### src/logic/cwd_consts.vh
// Purpose: Shared constants for the cycle timebase window watchdog.
// Assumes: Durations are counted in internal timing cycles of 32 clocks.
// Notes:   Register offsets are byte addresses on the AXI4-Lite slave.
`ifndef CWD_CONSTS_VH
`define CWD_CONSTS_VH

// One internal timing cycle spans this many clock periods.
`define CWD_CLK_PER_CYCLE   6'h20
`define CWD_TICK_LAST       (`CWD_CLK_PER_CYCLE - 6'h01)

// Watchdog durations in internal timing cycles.
`define CWD_WD_TIMEOUT_CYL  6'h16
`define CWD_CLOSED_CYL      6'h10
`define CWD_OPEN_CYL        6'h10
`define CWD_LONG_OPEN_CYL   6'h20
`define CWD_PULSE_CYL       6'h04

// Autotiming durations in internal timing cycles.
`define CWD_AT_PERIOD_CYL   8'h80
`define CWD_AT_SHORT_CYL    8'h40
`define CWD_AT_ON_CYL       8'h02

// Register byte offsets.
`define CWD_OFS_CTRL        12'h000
`define CWD_OFS_DIAG        12'h004
`define CWD_OFS_STAT        12'h008

// Control register bit positions and reset value.
`define CWD_CTRL_TRIG       0
`define CWD_CTRL_WDCTL      1
`define CWD_CTRL_AUTO       4
`define CWD_CTRL_HSON       5
`define CWD_CTRL_RST        8'h00

// Diagnosis register bit positions.
`define CWD_DIAG_TEMP       0
`define CWD_DIAG_WDRST      1

// AXI response codes.
`define CWD_RESP_OKAY       2'h0
`define CWD_RESP_SLVERR     2'h2

`endif

### src/logic/cwd_tick.v
// Purpose: Divides the clock into one internal timing cycle strobe.
// Assumes: sys_clk is the block's oscillator clock.
// Notes:   The strobe is one clock wide, once every 32 clocks.
`timescale 1ns/1ps
`include "cwd_consts.vh"

module cwd_tick (
	// Clock and reset
	input  wire sys_clk,
	input  wire rst_b,
	// Cycle strobe
	output wire cyc_tick
);

	reg  [5:0] div_q;
	wire [5:0] div_d;

	// Free running divider; wraps at the last clock of a cycle.
	assign div_d    = (div_q == `CWD_TICK_LAST) ? 6'h00 : div_q + 6'h01;
	assign cyc_tick = (div_q == `CWD_TICK_LAST);

	// Divider register.
	always @(posedge sys_clk or negedge rst_b) begin
		if (!rst_b) begin
			div_q <= 6'h00;
		end else begin
			div_q <= div_d;
		end
	end

endmodule // cwd_tick

### src/logic/cwd_watchdog.v
// Purpose: Window watchdog and high side autotiming with an AXI4-Lite slave.
// Assumes: Pins low_load_wd_disable, thermal_prewarn and sleep_mode are asynchronous.
// Notes:   All durations are counted in internal timing cycles from cwd_tick.
//
// What this block does
// - One internal timing cycle equals 32 oscillator periods; all durations use it.
// - Watchdog timeout period is 22 internal cycles.
// - After a service, or when the watchdog is switched back on, a 16 cycle closed window rejects service.
// - An open window of 16 cycles follows, in which service is accepted.
// - Watchdog failure drives reset output low for 4 cycles.
// - Diagnosis bit 1 reports that a watchdog reset occurred.
// - Leaving sleep with watchdog off grants a 32 cycle long open window only if the watchdog is back on within one clock.
// - Watchdog is off only with control bit 1 and low load both active.
// - Control bits 4 and 5 high switch the high side every 128 cycles.
// - Autotiming keeps the high side on for 2 cycles per period.
// - After a watchdog reset the autotiming period is shortened.
// - Diagnosis bit 0 reports the thermal prewarning.
// - High side output follows control bits 4 and 5 written by the host, and is forced off during a reset pulse.
`timescale 1ns/1ps
`include "cwd_consts.vh"

module cwd_watchdog (
	// Clock and reset
	input  wire        sys_clk,
	input  wire        rst_b,
	// AXI4-Lite write address channel
	input  wire        s_axi_awvalid,
	output wire        s_axi_awready,
	input  wire [11:0] s_axi_awaddr,
	// AXI4-Lite write data channel
	input  wire        s_axi_wvalid,
	output wire        s_axi_wready,
	input  wire [31:0] s_axi_wdata,
	input  wire [3:0]  s_axi_wstrb,
	// AXI4-Lite write response channel
	output wire        s_axi_bvalid,
	input  wire        s_axi_bready,
	output wire [1:0]  s_axi_bresp,
	// AXI4-Lite read address channel
	input  wire        s_axi_arvalid,
	output wire        s_axi_arready,
	input  wire [11:0] s_axi_araddr,
	// AXI4-Lite read data channel
	output wire        s_axi_rvalid,
	input  wire        s_axi_rready,
	output wire [31:0] s_axi_rdata,
	output wire [1:0]  s_axi_rresp,
	// Device pins
	input  wire        low_load_wd_disable,
	input  wire        thermal_prewarn,
	input  wire        sleep_mode,
	output wire        reset_output_n,
	output wire        high_side_out
);

	// Watchdog states.
	localparam [2:0] ST_FIRST  = 3'h0;
	localparam [2:0] ST_CLOSED = 3'h1;
	localparam [2:0] ST_OPEN   = 3'h2;
	localparam [2:0] ST_LONG   = 3'h3;
	localparam [2:0] ST_PULSE  = 3'h4;
	localparam [2:0] ST_OFF    = 3'h5;

	// True on the last cycle of a window of the given length.
	function is_last;
		input [5:0] cnt;
		input [5:0] len;
		begin
			is_last = (cnt == len - 6'h01);
		end
	endfunction

	wire        cyc_tick;
	reg  [2:0]  sync1_q;
	reg  [2:0]  sync2_q;
	reg         sleep_prev_q;
	reg  [7:0]  ctrl_q;
	reg  [7:0]  ctrl_d;
	reg         wd_seen_q;
	wire        wd_seen_d;
	reg  [2:0]  st_q;
	reg  [2:0]  st_d;
	reg  [5:0]  cnt_q;
	reg  [5:0]  cnt_d;
	reg         fail;
	reg         fail_pend_q;
	reg         fail_pend_d;
	reg  [7:0]  at_cnt_q;
	reg  [7:0]  at_cnt_d;
	reg         hs_q;
	reg         hs_d;
	reg         rst_out_q;
	reg         aw_full_q;
	reg  [11:0] aw_addr_q;
	reg         w_full_q;
	reg  [31:0] w_data_q;
	reg  [3:0]  w_strb_q;
	reg         bvalid_q;
	reg  [1:0]  bresp_q;
	reg         rvalid_q;
	reg  [31:0] rdata_q;
	reg  [1:0]  rresp_q;
	wire        llwd_s;
	wire        temp_s;
	wire        sleep_s;
	wire        sleep_exit;
	wire        wd_off;
	wire        wr_fire;
	wire        ctrl_sel;
	wire        diag_sel;
	wire        wr_mapped;
	wire        service;
	wire        diag_clr;
	wire        at_en;
	wire [7:0]  at_period;
	wire        rd_fire;
	wire [31:0] rd_word;
	wire        rd_mapped;

	// Cycle strobe generator.
	cwd_tick u_tick (
		.sys_clk  (sys_clk),
		.rst_b    (rst_b),
		.cyc_tick (cyc_tick)
	);

	// Two stage synchronisers for the asynchronous pins; only stage two is read.
	always @(posedge sys_clk or negedge rst_b) begin
		if (!rst_b) begin
			sync1_q      <= 3'h0;
			sync2_q      <= 3'h0;
			sleep_prev_q <= 1'b0;
		end else begin
			sync1_q      <= {sleep_mode, thermal_prewarn, low_load_wd_disable};
			sync2_q      <= sync1_q;
			sleep_prev_q <= sync2_q[2];
		end
	end

	assign llwd_s     = sync2_q[0];
	assign temp_s     = sync2_q[1];
	assign sleep_s    = sync2_q[2];
	assign sleep_exit = sleep_prev_q & ~sleep_s;

	// The watchdog may stop only when both conditions agree.
	assign wd_off = ctrl_q[`CWD_CTRL_WDCTL] & llwd_s;

	// Write channel: address and data are held until both have arrived.
	assign s_axi_awready = ~aw_full_q;
	assign s_axi_wready  = ~w_full_q;
	assign s_axi_bvalid  = bvalid_q;
	assign s_axi_bresp   = bresp_q;
	assign wr_fire       = aw_full_q & w_full_q & ~bvalid_q;
	assign ctrl_sel      = (aw_addr_q == `CWD_OFS_CTRL);
	assign diag_sel      = (aw_addr_q == `CWD_OFS_DIAG);
	assign wr_mapped     = ctrl_sel | diag_sel;

	// A service is a control write with the trigger bit set.
	assign service  = wr_fire & ctrl_sel & w_strb_q[0] & w_data_q[`CWD_CTRL_TRIG];
	assign diag_clr = wr_fire & diag_sel & w_strb_q[0] & w_data_q[`CWD_DIAG_WDRST];

	// Write channel registers.
	always @(posedge sys_clk or negedge rst_b) begin
		if (!rst_b) begin
			aw_full_q <= 1'b0;
			aw_addr_q <= 12'h000;
			w_full_q  <= 1'b0;
			w_data_q  <= 32'h00000000;
			w_strb_q  <= 4'h0;
			bvalid_q  <= 1'b0;
			bresp_q   <= `CWD_RESP_OKAY;
		end else begin
			if (s_axi_awvalid && !aw_full_q) begin
				aw_full_q <= 1'b1;
				aw_addr_q <= {s_axi_awaddr[11:2], 2'h0};
			end else if (wr_fire) begin
				aw_full_q <= 1'b0;
			end
			if (s_axi_wvalid && !w_full_q) begin
				w_full_q <= 1'b1;
				w_data_q <= s_axi_wdata;
				w_strb_q <= s_axi_wstrb;
			end else if (wr_fire) begin
				w_full_q <= 1'b0;
			end
			if (wr_fire) begin
				bvalid_q <= 1'b1;
				bresp_q  <= wr_mapped ? `CWD_RESP_OKAY : `CWD_RESP_SLVERR;
			end else if (s_axi_bready) begin
				bvalid_q <= 1'b0;
			end
		end
	end

	// Control register; the trigger bit is a pulse and is not kept.
	always @* begin
		ctrl_d = ctrl_q;
		if (wr_fire && ctrl_sel && w_strb_q[0]) begin
			ctrl_d = w_data_q[7:0];
			ctrl_d[`CWD_CTRL_TRIG] = 1'b0;
		end
	end

	// Sticky watchdog reset flag; a new failure wins over a clear.
	assign wd_seen_d = (wd_seen_q & ~diag_clr) | fail;

	// Watchdog window sequencer.
	always @* begin
		st_d  = st_q;
		cnt_d = cyc_tick ? cnt_q + 6'h01 : cnt_q;
		fail  = 1'b0;
		fail_pend_d = fail_pend_q;
		case (st_q)
			ST_FIRST: begin
				if (wd_off) begin
					st_d  = ST_OFF;
					cnt_d = 6'h00;
				end else if (service) begin
					st_d  = ST_CLOSED;
					cnt_d = 6'h00;
				end else if (cyc_tick && is_last(cnt_q, `CWD_WD_TIMEOUT_CYL)) begin
					fail = 1'b1;
				end
			end
			ST_CLOSED: begin
				if (wd_off) begin
					st_d  = ST_OFF;
					cnt_d = 6'h00;
				end else if (service) begin
					fail_pend_d = 1'b1;
				end else if (cyc_tick && is_last(cnt_q, `CWD_CLOSED_CYL)) begin
					st_d  = ST_OPEN;
					cnt_d = 6'h00;
				end
			end
			ST_OPEN, ST_LONG: begin
				if (wd_off) begin
					st_d  = ST_OFF;
					cnt_d = 6'h00;
				end else if (service) begin
					st_d  = ST_CLOSED;
					cnt_d = 6'h00;
				end else if (cyc_tick && ((st_q == ST_OPEN) ?
						is_last(cnt_q, `CWD_OPEN_CYL) :
						is_last(cnt_q, `CWD_LONG_OPEN_CYL))) begin
					fail = 1'b1;
				end
			end
			ST_PULSE: begin
				if (cyc_tick && is_last(cnt_q, `CWD_PULSE_CYL)) begin
					st_d  = ST_FIRST;
					cnt_d = 6'h00;
				end
			end
			ST_OFF: begin
				cnt_d = 6'h00;
				if (sleep_exit) begin
					st_d = ST_LONG;
				end else if (!wd_off) begin
					st_d = ST_CLOSED;
				end
			end
			default: begin
				st_d  = ST_FIRST;
				cnt_d = 6'h00;
			end
		endcase
		// A closed window service fails at the next strobe, so the pulse keeps its full length.
		if (fail_pend_q && cyc_tick) begin
			fail = 1'b1;
		end
		if (fail) begin
			st_d  = ST_PULSE;
			cnt_d = 6'h00;
			fail_pend_d = 1'b0;
		end
	end

	// Autotiming runs while both high side bits are set.
	assign at_en     = ctrl_q[`CWD_CTRL_AUTO] & ctrl_q[`CWD_CTRL_HSON];
	assign at_period = wd_seen_q ? `CWD_AT_SHORT_CYL : `CWD_AT_PERIOD_CYL;

	// Autotiming counter and high side drive; a reset pulse forces the switch off.
	always @* begin
		at_cnt_d = at_cnt_q;
		if (!at_en) begin
			at_cnt_d = 8'h00;
		end else if (cyc_tick) begin
			if (at_cnt_q >= at_period - 8'h01) begin
				at_cnt_d = 8'h00;
			end else begin
				at_cnt_d = at_cnt_q + 8'h01;
			end
		end
		if (st_d == ST_PULSE) begin
			hs_d = 1'b0;
		end else if (at_en) begin
			hs_d = (at_cnt_d < `CWD_AT_ON_CYL);
		end else begin
			hs_d = ctrl_q[`CWD_CTRL_HSON];
		end
	end

	// State registers of the watchdog and the high side.
	always @(posedge sys_clk or negedge rst_b) begin
		if (!rst_b) begin
			ctrl_q    <= `CWD_CTRL_RST;
			wd_seen_q <= 1'b0;
			fail_pend_q <= 1'b0;
			st_q      <= ST_FIRST;
			cnt_q     <= 6'h00;
			at_cnt_q  <= 8'h00;
			hs_q      <= 1'b0;
			rst_out_q <= 1'b0;
		end else begin
			ctrl_q    <= ctrl_d;
			wd_seen_q <= wd_seen_d;
			fail_pend_q <= fail_pend_d;
			st_q      <= st_d;
			cnt_q     <= cnt_d;
			at_cnt_q  <= at_cnt_d;
			hs_q      <= hs_d;
			rst_out_q <= (st_d != ST_PULSE);
		end
	end

	assign reset_output_n = rst_out_q;
	assign high_side_out  = hs_q;

	// Read channel: one read at a time, answered one cycle after acceptance.
	assign s_axi_arready = ~rvalid_q;
	assign s_axi_rvalid  = rvalid_q;
	assign s_axi_rdata   = rdata_q;
	assign s_axi_rresp   = rresp_q;
	assign rd_fire       = s_axi_arvalid & ~rvalid_q;
	assign rd_mapped     = (s_axi_araddr[11:2] == `CWD_OFS_CTRL >> 2) |
	                       (s_axi_araddr[11:2] == `CWD_OFS_DIAG >> 2) |
	                       (s_axi_araddr[11:2] == `CWD_OFS_STAT >> 2);

	// Read data mux; unmapped words read as zero.
	assign rd_word =
		(s_axi_araddr[11:2] == `CWD_OFS_CTRL >> 2) ? {24'h000000, ctrl_q} :
		(s_axi_araddr[11:2] == `CWD_OFS_DIAG >> 2) ?
			{30'h00000000, wd_seen_q, temp_s} :
		(s_axi_araddr[11:2] == `CWD_OFS_STAT >> 2) ?
			{18'h00000, cnt_q, 4'h0, hs_q, st_q} :
		32'h00000000;

	// Read channel registers.
	always @(posedge sys_clk or negedge rst_b) begin
		if (!rst_b) begin
			rvalid_q <= 1'b0;
			rdata_q  <= 32'h00000000;
			rresp_q  <= `CWD_RESP_OKAY;
		end else begin
			if (rd_fire) begin
				rvalid_q <= 1'b1;
				rdata_q  <= rd_word;
				rresp_q  <= rd_mapped ? `CWD_RESP_OKAY : `CWD_RESP_SLVERR;
			end else if (s_axi_rready) begin
				rvalid_q <= 1'b0;
			end
		end
	end

endmodule // cwd_watchdog

### config.mk
export PLATFORM = sky130hd
export DESIGN_NAME = cwd_watchdog
export DESIGN_NICKNAME = d
export VERILOG_FILES = /design/src/logic/cwd_tick.v /design/src/logic/cwd_watchdog.v
export VERILOG_INCLUDE_DIRS = /design/src /design/src/logic
export SDC_FILE = /design/constraint.sdc
export NUM_CORES = 1
export LEC_CHECK = 0
export BUFFER_PORTS_ARGS = -buffer_cell sky130_fd_sc_hd__buf_2
export CAP_MARGIN = 20
export CORE_MARGIN = 5
export CORE_UTILIZATION = 50
export CTS_CLUSTER_SIZE = 40
export DETAILED_ROUTE_END_ITERATION = 8
export HOLD_SLACK_MARGIN = 0.06
export PLACE_DENSITY_LB_ADDON = 0.05
export SLEW_MARGIN = 20
export SYNTH_ARGS = -nofsm -noshare
export SYNTH_HDL_FRONTEND = slang
export SYNTH_SLANG_ARGS = --single-unit
### constraint.sdc
create_clock -name sys_clk -period 6.1 [get_ports sys_clk]
set_input_delay 0.61 -clock sys_clk [delete_from_list [all_inputs] [get_ports sys_clk]]
set_output_delay 0.61 -clock sys_clk [all_outputs]
set_load 0.05 [all_outputs]
=== Word-level counts from Yosys, hierarchy flattened ===
Index checks and enable logic that the tools add are counted.

* Bits in registers: 100
* Output and inout port bits: 43

* $add $sub $neg: 4
* Order comparisons: 2
* Equal/unequal tests: 16
* Multiplexer cells: 51
* Bitwise operators: 23
* Reduce and logical (&&, ||, !) cells: 23

{| class="wikitable"
|+ Operators by type and width
! operator !! count
|-
| 6-bit two-way mux || 9
|-
| 14-bit two-way mux || 3
|-
| 8-bit two-way mux || 4
|-
| 3-bit two-way mux || 9
|-
| 1-bit two-way mux || 21
|-
| 10-bit by 1-bit equality test with 1-bit output (second input constant) || 2
|-
| 6-bit by 5-bit equality test with 1-bit output (second input constant) || 3
|-
| 6-bit one-hot mux with 3 select lines || 1
|-
| 1-bit bitwise AND || 13
|-
| 6-bit by 1-bit adder with 6-bit output (second input constant) || 2
|-
| 12-bit logical NOT || 1
|-
| 3-bit one-hot mux with 4 select lines || 1
|-
| 2-bit nonzero test || 6
|-
| 10-bit by 2-bit equality test with 1-bit output (second input constant) || 1
|-
| 10-bit logical NOT || 1
|-
| 3-bit equality test (second input constant) || 3
|-
| 1-bit logical AND || 9
|-
| 8-bit by 1-bit adder with 8-bit output (second input constant) || 1
|-
| 8-bit greater-or-equal comparator || 1
|-
| 8-bit by 2-bit < comparator with 1-bit output (second input constant) || 1
|-
| 8-bit by 1-bit subtractor with 8-bit output (second input constant) || 1
|-
| 3-bit by 2-bit equality test with 1-bit output (second input constant) || 2
|-
| 6-bit by 2-bit equality test with 1-bit output (second input constant) || 1
|-
| 6-bit by 4-bit equality test with 1-bit output (second input constant) || 1
|-
| 12 further kinds || 22
|}

=== Longest topological paths before layout ===
Gate-level depths: netlist of run 1.

* Depth after elaboration: 12
* Mapped depth: 8

=== Modules after synthesis ===
From an unflattened synthesis of run 1, not the netlist that was laid out.

* Cell total of the unflattened synthesis: 318
* Area total of the unflattened synthesis: 3671.0 µm²

{| class="wikitable"
|+ Modules (own cells, without submodules)
! module !! times used !! cells each !! area an instance (µm²)
|-
| cwd_watchdog || 1 || 298 || 3430.8
|-
| cwd_tick || 1 || 20 || 240.2
|}

=== Least setup slack after synthesis of run 1 ===
OpenSTA, ideal clock, no wires.

* Kind: reg2reg
* Start point: reg u_tick.div_q[0]
* End point: reg hs_q, in the netlist high_side_out
* Setup time: 0.096 ns
* Data arrival time: 1.968 ns
* Required time: 6.004 ns
* Slack: 4.037 ns
* Cell stages (with the launch flop): 9
* Period minus slack after synthesis: 2.063 ns
* Cell sequence: dfrtp_1 > ha_1 > nand4_2 > or2_0 > buf_6 > o31ai_1 > a21oi_1 > or4bb_1 > nor4_2

* Cells in the longest elaborated chain, start to end: 10
* Elaborated cells on any way between the ends: 26

{| class="wikitable"
|+ RTL lines
! what !! RTL line !! source
|-
| start: declaration || cwd_tick.v:15 || <nowiki>reg [5:0] div_q;</nowiki>
|-
| start signal: assignment || cwd_tick.v:27 || <nowiki>div_q <= div_d;</nowiki>
|-
| 6-bit by 5-bit equality test with 1-bit output (no source line) * || -- ||
|-
| 1-bit logical AND, on equally long branches || cwd_watchdog.v:243, cwd_watchdog.v:221 ||
|-
| 1-bit two-way mux, on equally long branches || cwd_watchdog.v:243, cwd_watchdog.v:221 ||
|-
| 1-bit two-way mux, on equally long branches || cwd_watchdog.v:240, cwd_watchdog.v:218 ||
|-
| 1-bit two-way mux, on equally long branches || cwd_watchdog.v:237, cwd_watchdog.v:215 ||
|-
| 1-bit one-hot mux with 2 select lines || cwd_watchdog.v:213 || <nowiki>case (st_q)</nowiki>
|-
| 1-bit two-way mux || cwd_watchdog.v:269 || <nowiki>if (fail_pend_q && cyc_tick) begin</nowiki>
|-
| 3-bit two-way mux || cwd_watchdog.v:272 || <nowiki>if (fail) begin</nowiki>
|-
| 3-bit equality test || cwd_watchdog.v:295 || <nowiki>if (st_d == ST_PULSE) begin</nowiki>
|-
| 1-bit two-way mux * || cwd_watchdog.v:295 ||
|-
| via hs_d || cwd_watchdog.v:91 || <nowiki>reg hs_d;</nowiki>
|-
| end signal: assignment || cwd_watchdog.v:322 || <nowiki>hs_q <= hs_d;</nowiki>
|-
| end: declaration || cwd_watchdog.v:90 || <nowiki>reg hs_q;</nowiki>
|}

Mark *: on every way through the listed nets, which the timed path passes. The rest lies on a longest branch.
A chain may end at the register's enable or synchronous reset.

=== Worst setup path in the final report of run 1 ===
Ends and elaborated chain as after synthesis.

==> impl_metrics.tcl, run 1 <==
set metrics [dict create \
    grt_pass1_wl_microns 12000 \
    r2r-start "u_tick.div_q[0]" \
    synth_fa_ha_area_share_pct 1.71 \
    grt_max_degree 81 \
    maxSlewViolCount 0 \
    finalCritPeriodShare_pct 42.8 \
    cts_hold_buf 0 \
    wl_per_cell_microns 14.6 \
    cts_buffers 9 \
    final-setup-viol-count 0 \
    maxCapViolations 0 \
    tightest_slew_ns 0.848 \
    synth_mux_area_share_pct 8.26 \
    crit_fanout 18 \
    ir_drop_mv 0.219 \
    drt-total-wl_microns 7070 \
    overflow 0 \
    yosys.cell_types.count 58 \
    ys_ff_latch 80 \
    reg2reg_setup_slack_ns 3.49 \
    placed_area_sq_um 3990 \
    grt_antenna_before_repair 0 \
    hold_viol_final 0 \
    synth_edf_count 0 \
    hp-class "primary input to asynchronous set/reset pin" \
    synth_area_per_cell_sq_um 11.6 \
    clk_latency_ns 0.35 \
    cp-start-kind "flip-flop" \
    tns_ns 0 \
    critPathKind "flip-flop to flip-flop" \
    dr.first_iter.drc_count 84 \
    gp_congestion 0.793 \
    cp_num_cells 7 \
    yosys.area_share.simple_pct 15.2 \
    cp-end-kind "flip-flop" \
    drive_above_1_share_pct 30.3 \
    ioPinCount 113 \
    fin_crit_ns 2.61 \
    cts.sinks 80 \
    htreeDepth 3 \
    area_growth_pct 15.0 \
    worstRegToRegCells 7 \
    fin_area_sq_um 4220 \
    ctsLongestPathBuffers 2 \
    die_h_microns 95.6 \
    io_buffers 61 \
    p_clk_share_pct 31.8 \
    p_leak_uw 0.00197 \
    worstPathArrival_ns 2.87 \
    die_area_sq_um 9150 \
    avgViaCountPerCell 5.24 \
    synth-async-reset-ratio_pct 100 \
    fin_worst_skew_ns 0.0132 \
    p_sw_uw 422 \
    synth-main-ff-cell "dfrtp_1" \
    rsz0062_at_grt "false" \
    crit_chain "ha_1 -> nand4_2 -> nor2_2 -> a21o_1 -> a21oi_1 -> or4bb_1 -> nor4_2" \
    run_status "completed" \
    ctsResizeCount 0 \
    p_comb_share_pct 19.4 \
    dr_total_vias 2541 \
    synth_compound_area_share_pct 11.8 \
    final_common_cell "dfrtp_1" \
    synth-xor-area-share_pct 2.39 \
    antenna_left 0 \
    die_x_microns 95.6 \
    clkTransAtPathRegs_ns 0.09 \
    cp_slowest_cell "nor2_2" \
    yosysSeqAreaShare_pct 54.6 \
    final_nets 456 \
    rows 31 \
    worstReg2RegEnd "high_side_out" \
    synthesis.area_sq_um 3670 \
    max_slew_margin_pct 43.4 \
    initial_core_util_pct 50.8 \
    drc_errors 0 \
    synth_cells 317 \
    critPathMaxStageDelay_ns 0.69 \
    path_buf_inv 0 \
    p_int_uw 951 \
    switching_share_pct 30.8 \
    fmax_mhz 383 \
    design.core.area_sq_um 7210 \
    cts_tree "yes" \
    cts_root_buffer "clkbuf_8" \
    seqPwrFrac_pct 48.8 \
    synth_top_family_by_area "simple AND/OR/NAND/NOR gates" \
    dpl.hpwl_microns 5150 \
    grt_pass1_vias 2552 \
    critPathRequiredTime_ns 6.36 \
    diodes 0 \
    yosysWarnings 0 \
    grtUsageTotal_pct 17.0 \
    dr.pass1.iters 4 \
    cts_setup_buffers 0 \
    critPathTopFamily "simple AND/OR/NAND/NOR gates" \
    final_cell_mix "dfrtp_1 (80), buf_2 (60), mux2_2 (26)" \
    power_density_nw_per_um2 326 \
]
routing by layer:
layer	global-route usage (%)	part of all wire, %
met1	22.0	46
met2	27.0	48
met3	4.34	5.2
met4	7.23	1.6
met5	0	0
power by group through the flow:
stage | registers (uW) | logic, uW | clock network [uW]
after floorplan | 698 | 191 | 0
after global placement | 677 | 264 | 0
after detailed placement | 680 | 271 | 0
after CTS | 671 | 270 | 450
after global routing | 682 | 288 | 474
final | 670 | 266 | 437
final cells by class:
class | instances | area (sq um)
Clock buffer | 9 | 124
Clock inverter | 7 | 104
Fill cell | 637 | 3000
Inverter | 9 | 33.8
Multi-Input combinational cell | 220 | 1520
Sequential cell | 80 | 2000
Tap cell | 99 | 124
Timing Repair Buffer | 61 | 312
flip-flops by register name (all words and copies together) (netlist names), 3 cells and up:
register,flops
at_cnt_q,8
aw_addr_q,10
cnt_q,6
ctrl_q,7
s_axi_rdata,14
st_q,3
sync1_q,3
sync2_q,3
u_tick.div_q,6
w_data_q,8
stage by stage:
| step | hold slack, ns | total power [uW] | std cells | util (%) | setup WS [ns] |
|---|---|---|---|---|---|
| 4_1_cts | 0.351 | 1390 | 485 | 58.4 | 3.49 |
| 2_1_floorplan | 0.314 | 889 | 336 | - | 4.04 |
| 6_report | 0.284 | 1370 | 485 | 58.5 | 3.49 |
| 5_1_grt | 0.339 | 1440 | 485 | 58.5 | 3.30 |
| 3_3_place_gp | 0.337 | 941 | 469 | 55.3 | 3.55 |
| 3_5_place_dp | 0.336 | 951 | 469 | 55.3 | 3.51 |
kinds of logic (layout without fill, tap and decap cells):
logic type,Yosys count,count (layout)
AOI/OAI and AO/OA,57,57
xor gates and xnor gates,10,10
adders and majority gates,5,5
buffers and inverters,36,86
DFF,80,80
muxes,27,27
other,1,20
and+or+nand+nor,101,101
cell usage after synthesis, types with 3 or more instances:
cell | number | area (sq um)
a21oi_1 | 8 | 40.0
a22o_1 | 10 | 87.6
buf_4 | 20 | 150
clkbuf_1 | 6 | 22.5
dfrtp_1 | 80 | 2000
ha_1 | 5 | 62.6
inv_1 | 9 | 33.8
mux2_2 | 26 | 293
nand2_1 | 24 | 90.1
nand3_1 | 10 | 50.1
nand4_1 | 5 | 31.3
nor2_1 | 22 | 82.6
nor2b_1 | 7 | 43.8
nor3_1 | 5 | 25.0
nor4_1 | 3 | 18.8
o21ai_0 | 14 | 70.1
xnor2_1 | 5 | 43.8
xor2_1 | 5 | 43.8
worst max-delay path by stage:
stage	slack, ns	endpoint	start
4_1_cts	3.49	high_side_out	u_tick.div_q[0]
3_3_place_gp	3.55	high_side_out	u_tick.div_q[0]
3_5_place_dp	3.51	high_side_out	u_tick.div_q[0]
6_report	3.49	high_side_out	u_tick.div_q[0]
5_1_grt	3.30	high_side_out	u_tick.div_q[0]
2_1_floorplan	4.04	high_side_out	u_tick.div_q[0]
No activity file was read; power rests on OpenSTA's default activity.
==> inputs of run 2 (changes only) <==
Settings changed: CORE_UTILIZATION 50 to 46.
Clock period 6.1 ns to 2.1 ns, I/O delays scaled along.
==> run 2 against run 1 <==
Cell count increased by 9.9%; routed wire length increased by 8.0%; highest routed layer unchanged; register-to-register slack got worse by 3.5 ns; power increased to 2.9 times the previous value; the flow now finishes with violations (setup timing); critical path depth decreased by 1; utilization increased by 2.0 points; first-iteration DRC count increased by 68%; sequential cell count unchanged; maximum frequency increased by 23%; hold slack got worse by 0.21 ns; clock skew decreased by 0.0030 ns.
==> impl_metrics.tcl, run 2 (synthesis results as in run 1) <==
set metrics [dict create \
    worstPathArrival_ns 2.39 \
    maxSlewViolCount 0 \
    final_nets 501 \
    gp_congestion 0.814 \
    die_area_sq_um 9860 \
    dr.pass1.iters 4 \
    grt_antenna_before_repair 0 \
    clkTransAtPathRegs_ns 0.09 \
    antenna_left 0 \
    drc_errors 0 \
    hold_viol_final 0 \
    htreeDepth 3 \
    diodes 0 \
    cts_buffers 9 \
    grt_max_degree 45 \
    violations "setup timing" \
    cp-start-kind "flip-flop" \
    p_sw_uw 1270 \
    area_growth_pct 27.5 \
    fin_crit_ns 2.13 \
    initial_core_util_pct 47.5 \
    seqPwrFrac_pct 48.9 \
    p_int_uw 2730 \
    clk_latency_ns 0.36 \
    crit_fanout 3 \
    dr_total_vias 2700 \
    ioPinCount 113 \
    dr.first_iter.drc_count 141 \
    final_cell_mix "dfrtp_1 (80), buf_2 (60), buf_4 (36)" \
    die_h_microns 99.3 \
    dpl.hpwl_microns 5470 \
    avgViaCountPerCell 5.07 \
    critPathKind "flip-flop to flip-flop" \
    switching_share_pct 31.8 \
    cts_tree "yes" \
    cts.sinks 80 \
    run_status "finished, violations left" \
    fin_util_pct 60.5 \
    n_fill_cell 673 \
    p_leak_uw 0.00220 \
    drt-total-wl_microns 7640 \
    hp-class "primary input to flip-flop" \
    largest_reg_flops 14 \
    wl_per_cell_microns 14.3 \
    design.core.area_sq_um 7730 \
    final_common_cell "dfrtp_1" \
    io_buffers 61 \
    p_comb_share_pct 20.9 \
    rows 32 \
    final-setup-viol-count 2 \
    ctsLongestPathBuffers 2 \
    fin_worst_skew_ns 0.0102 \
    placed_area_sq_um 4270 \
    fin_area_sq_um 4670 \
    power_density_nw_per_um2 855 \
    rsz0062_at_grt "true" \
    grt_pass1_wl_microns 13300 \
    finalCritPeriodShare_pct 101 \
    p_clk_share_pct 30.2 \
    hold_slack_ns 0.0754 \
    cts_root_buffer "clkbuf_8" \
    overflow 0 \
    maxCapViolations 0 \
    grtUsageTotal_pct 16.9 \
    ir_drop_mv 0.561 \
    critPathRequiredTime_ns 2.37 \
    cp-end-kind "flip-flop" \
    drive_above_1_share_pct 37.4 \
    grt_pass1_vias 2786 \
    max_slew_margin_pct 55.7 \
    fmax_mhz 470 \
    die_x_microns 99.3 \
    finalWorstSetupSlack_ns -0.0264 \
    tightest_slew_ns 0.663 \
]
run 2: changes by cell type in the layout (fill, tap and decap cells not counted), sizes merged:
cell | before | now
buf | 61 | 98
clkbuf | 9 | 10
clkinvlp | 2 | 1
dlygate4sd3 | 0 | 8
inv | 10 | 11
bufinv | 2 | 1
run 2: final cells by class:
type                    count  area (sq um)  share of cell area [%]
clock buffers              10           138                    2.94
well taps                 102           128                    2.73
clock inverters             6          75.1                    1.61
flip-flops and latches     80          2000                    42.8
multi-input cells         220          1610                    34.4
repair buffers            106           691                    14.8
inverters                   9          33.8                   0.723
run 2: what timing repair did:
action / 4_1_cts / 5_1_grt
gates cloned: 0 / 0
setup endpoints to repair: 11 / 18
resized for setup: 7 / 15
hold buffers: 6 / 2
pin swaps: 2 / 3
setup buffers: 2 / 2
endpoints found under the hold margin: 41 / 2
run 2: critical path, stage by stage, from the launching register on:
cell	delay (ns)
dfrtp_1	0.38
or4_4	0.54
nor4_4	0.21
a41oi_2	0.22
o211ai_4	0.29
o31ai_4	0.15
nor4_2	0.23
run 2: metrics by stage:
step           setup TNS (ns)  power (uW)  setup WS, ns  cells
2_1_floorplan               0        2580        0.0367    336
6_report              -0.0448        4000       -0.0264    533
3_5_place_dp           -0.333        2800       -0.0925    506
4_1_cts                -0.114        4020       -0.0560    529
3_3_place_gp           -0.338        2770       -0.0917    506
5_1_grt                -0.691        4230        -0.123    533
run 2: power groups by stage:
stage / clock network (uW) / registers [uW] / logic, uW
global route: 1320 / 1990 / 912
finish: 1210 / 1950 / 836
floorplan: 0 / 2030 / 553
global placement: 0 / 1970 / 803
detailed placement: 0 / 1980 / 821
CTS: 1230 / 1950 / 834
run 2: routing by layer:
metal / vias up / share of wire, % / wire length (microns) / global-route usage, %
met5: - / 0 / 0 / 0
met4: 0 / 1.3 / 97 / 5.67
met3: 8 / 6.8 / 520 / 6.03
met2: 68 / 47 / 3560 / 26.4
met1: 1309 / 45 / 3460 / 22.0
li1: 1315 / - / - / -
run 2: worst paths after layout:
path                            startpoint  slack [ns]  cells after the start              to
min in group asynchronous            rst_b        0.36                      2  s_axi_rresp[1]
min                        s_axi_awaddr[8]        0.08                      2    aw_addr_q[8]
max                           aw_addr_q[7]       -0.03                      6   high_side_out
max in group asynchronous            rst_b        1.13                      3   aw_addr_q[10]
min reg2reg                     sync1_q[0]        0.34                      0      sync2_q[0]
max reg2reg                   aw_addr_q[7]       -0.03                      6   high_side_out
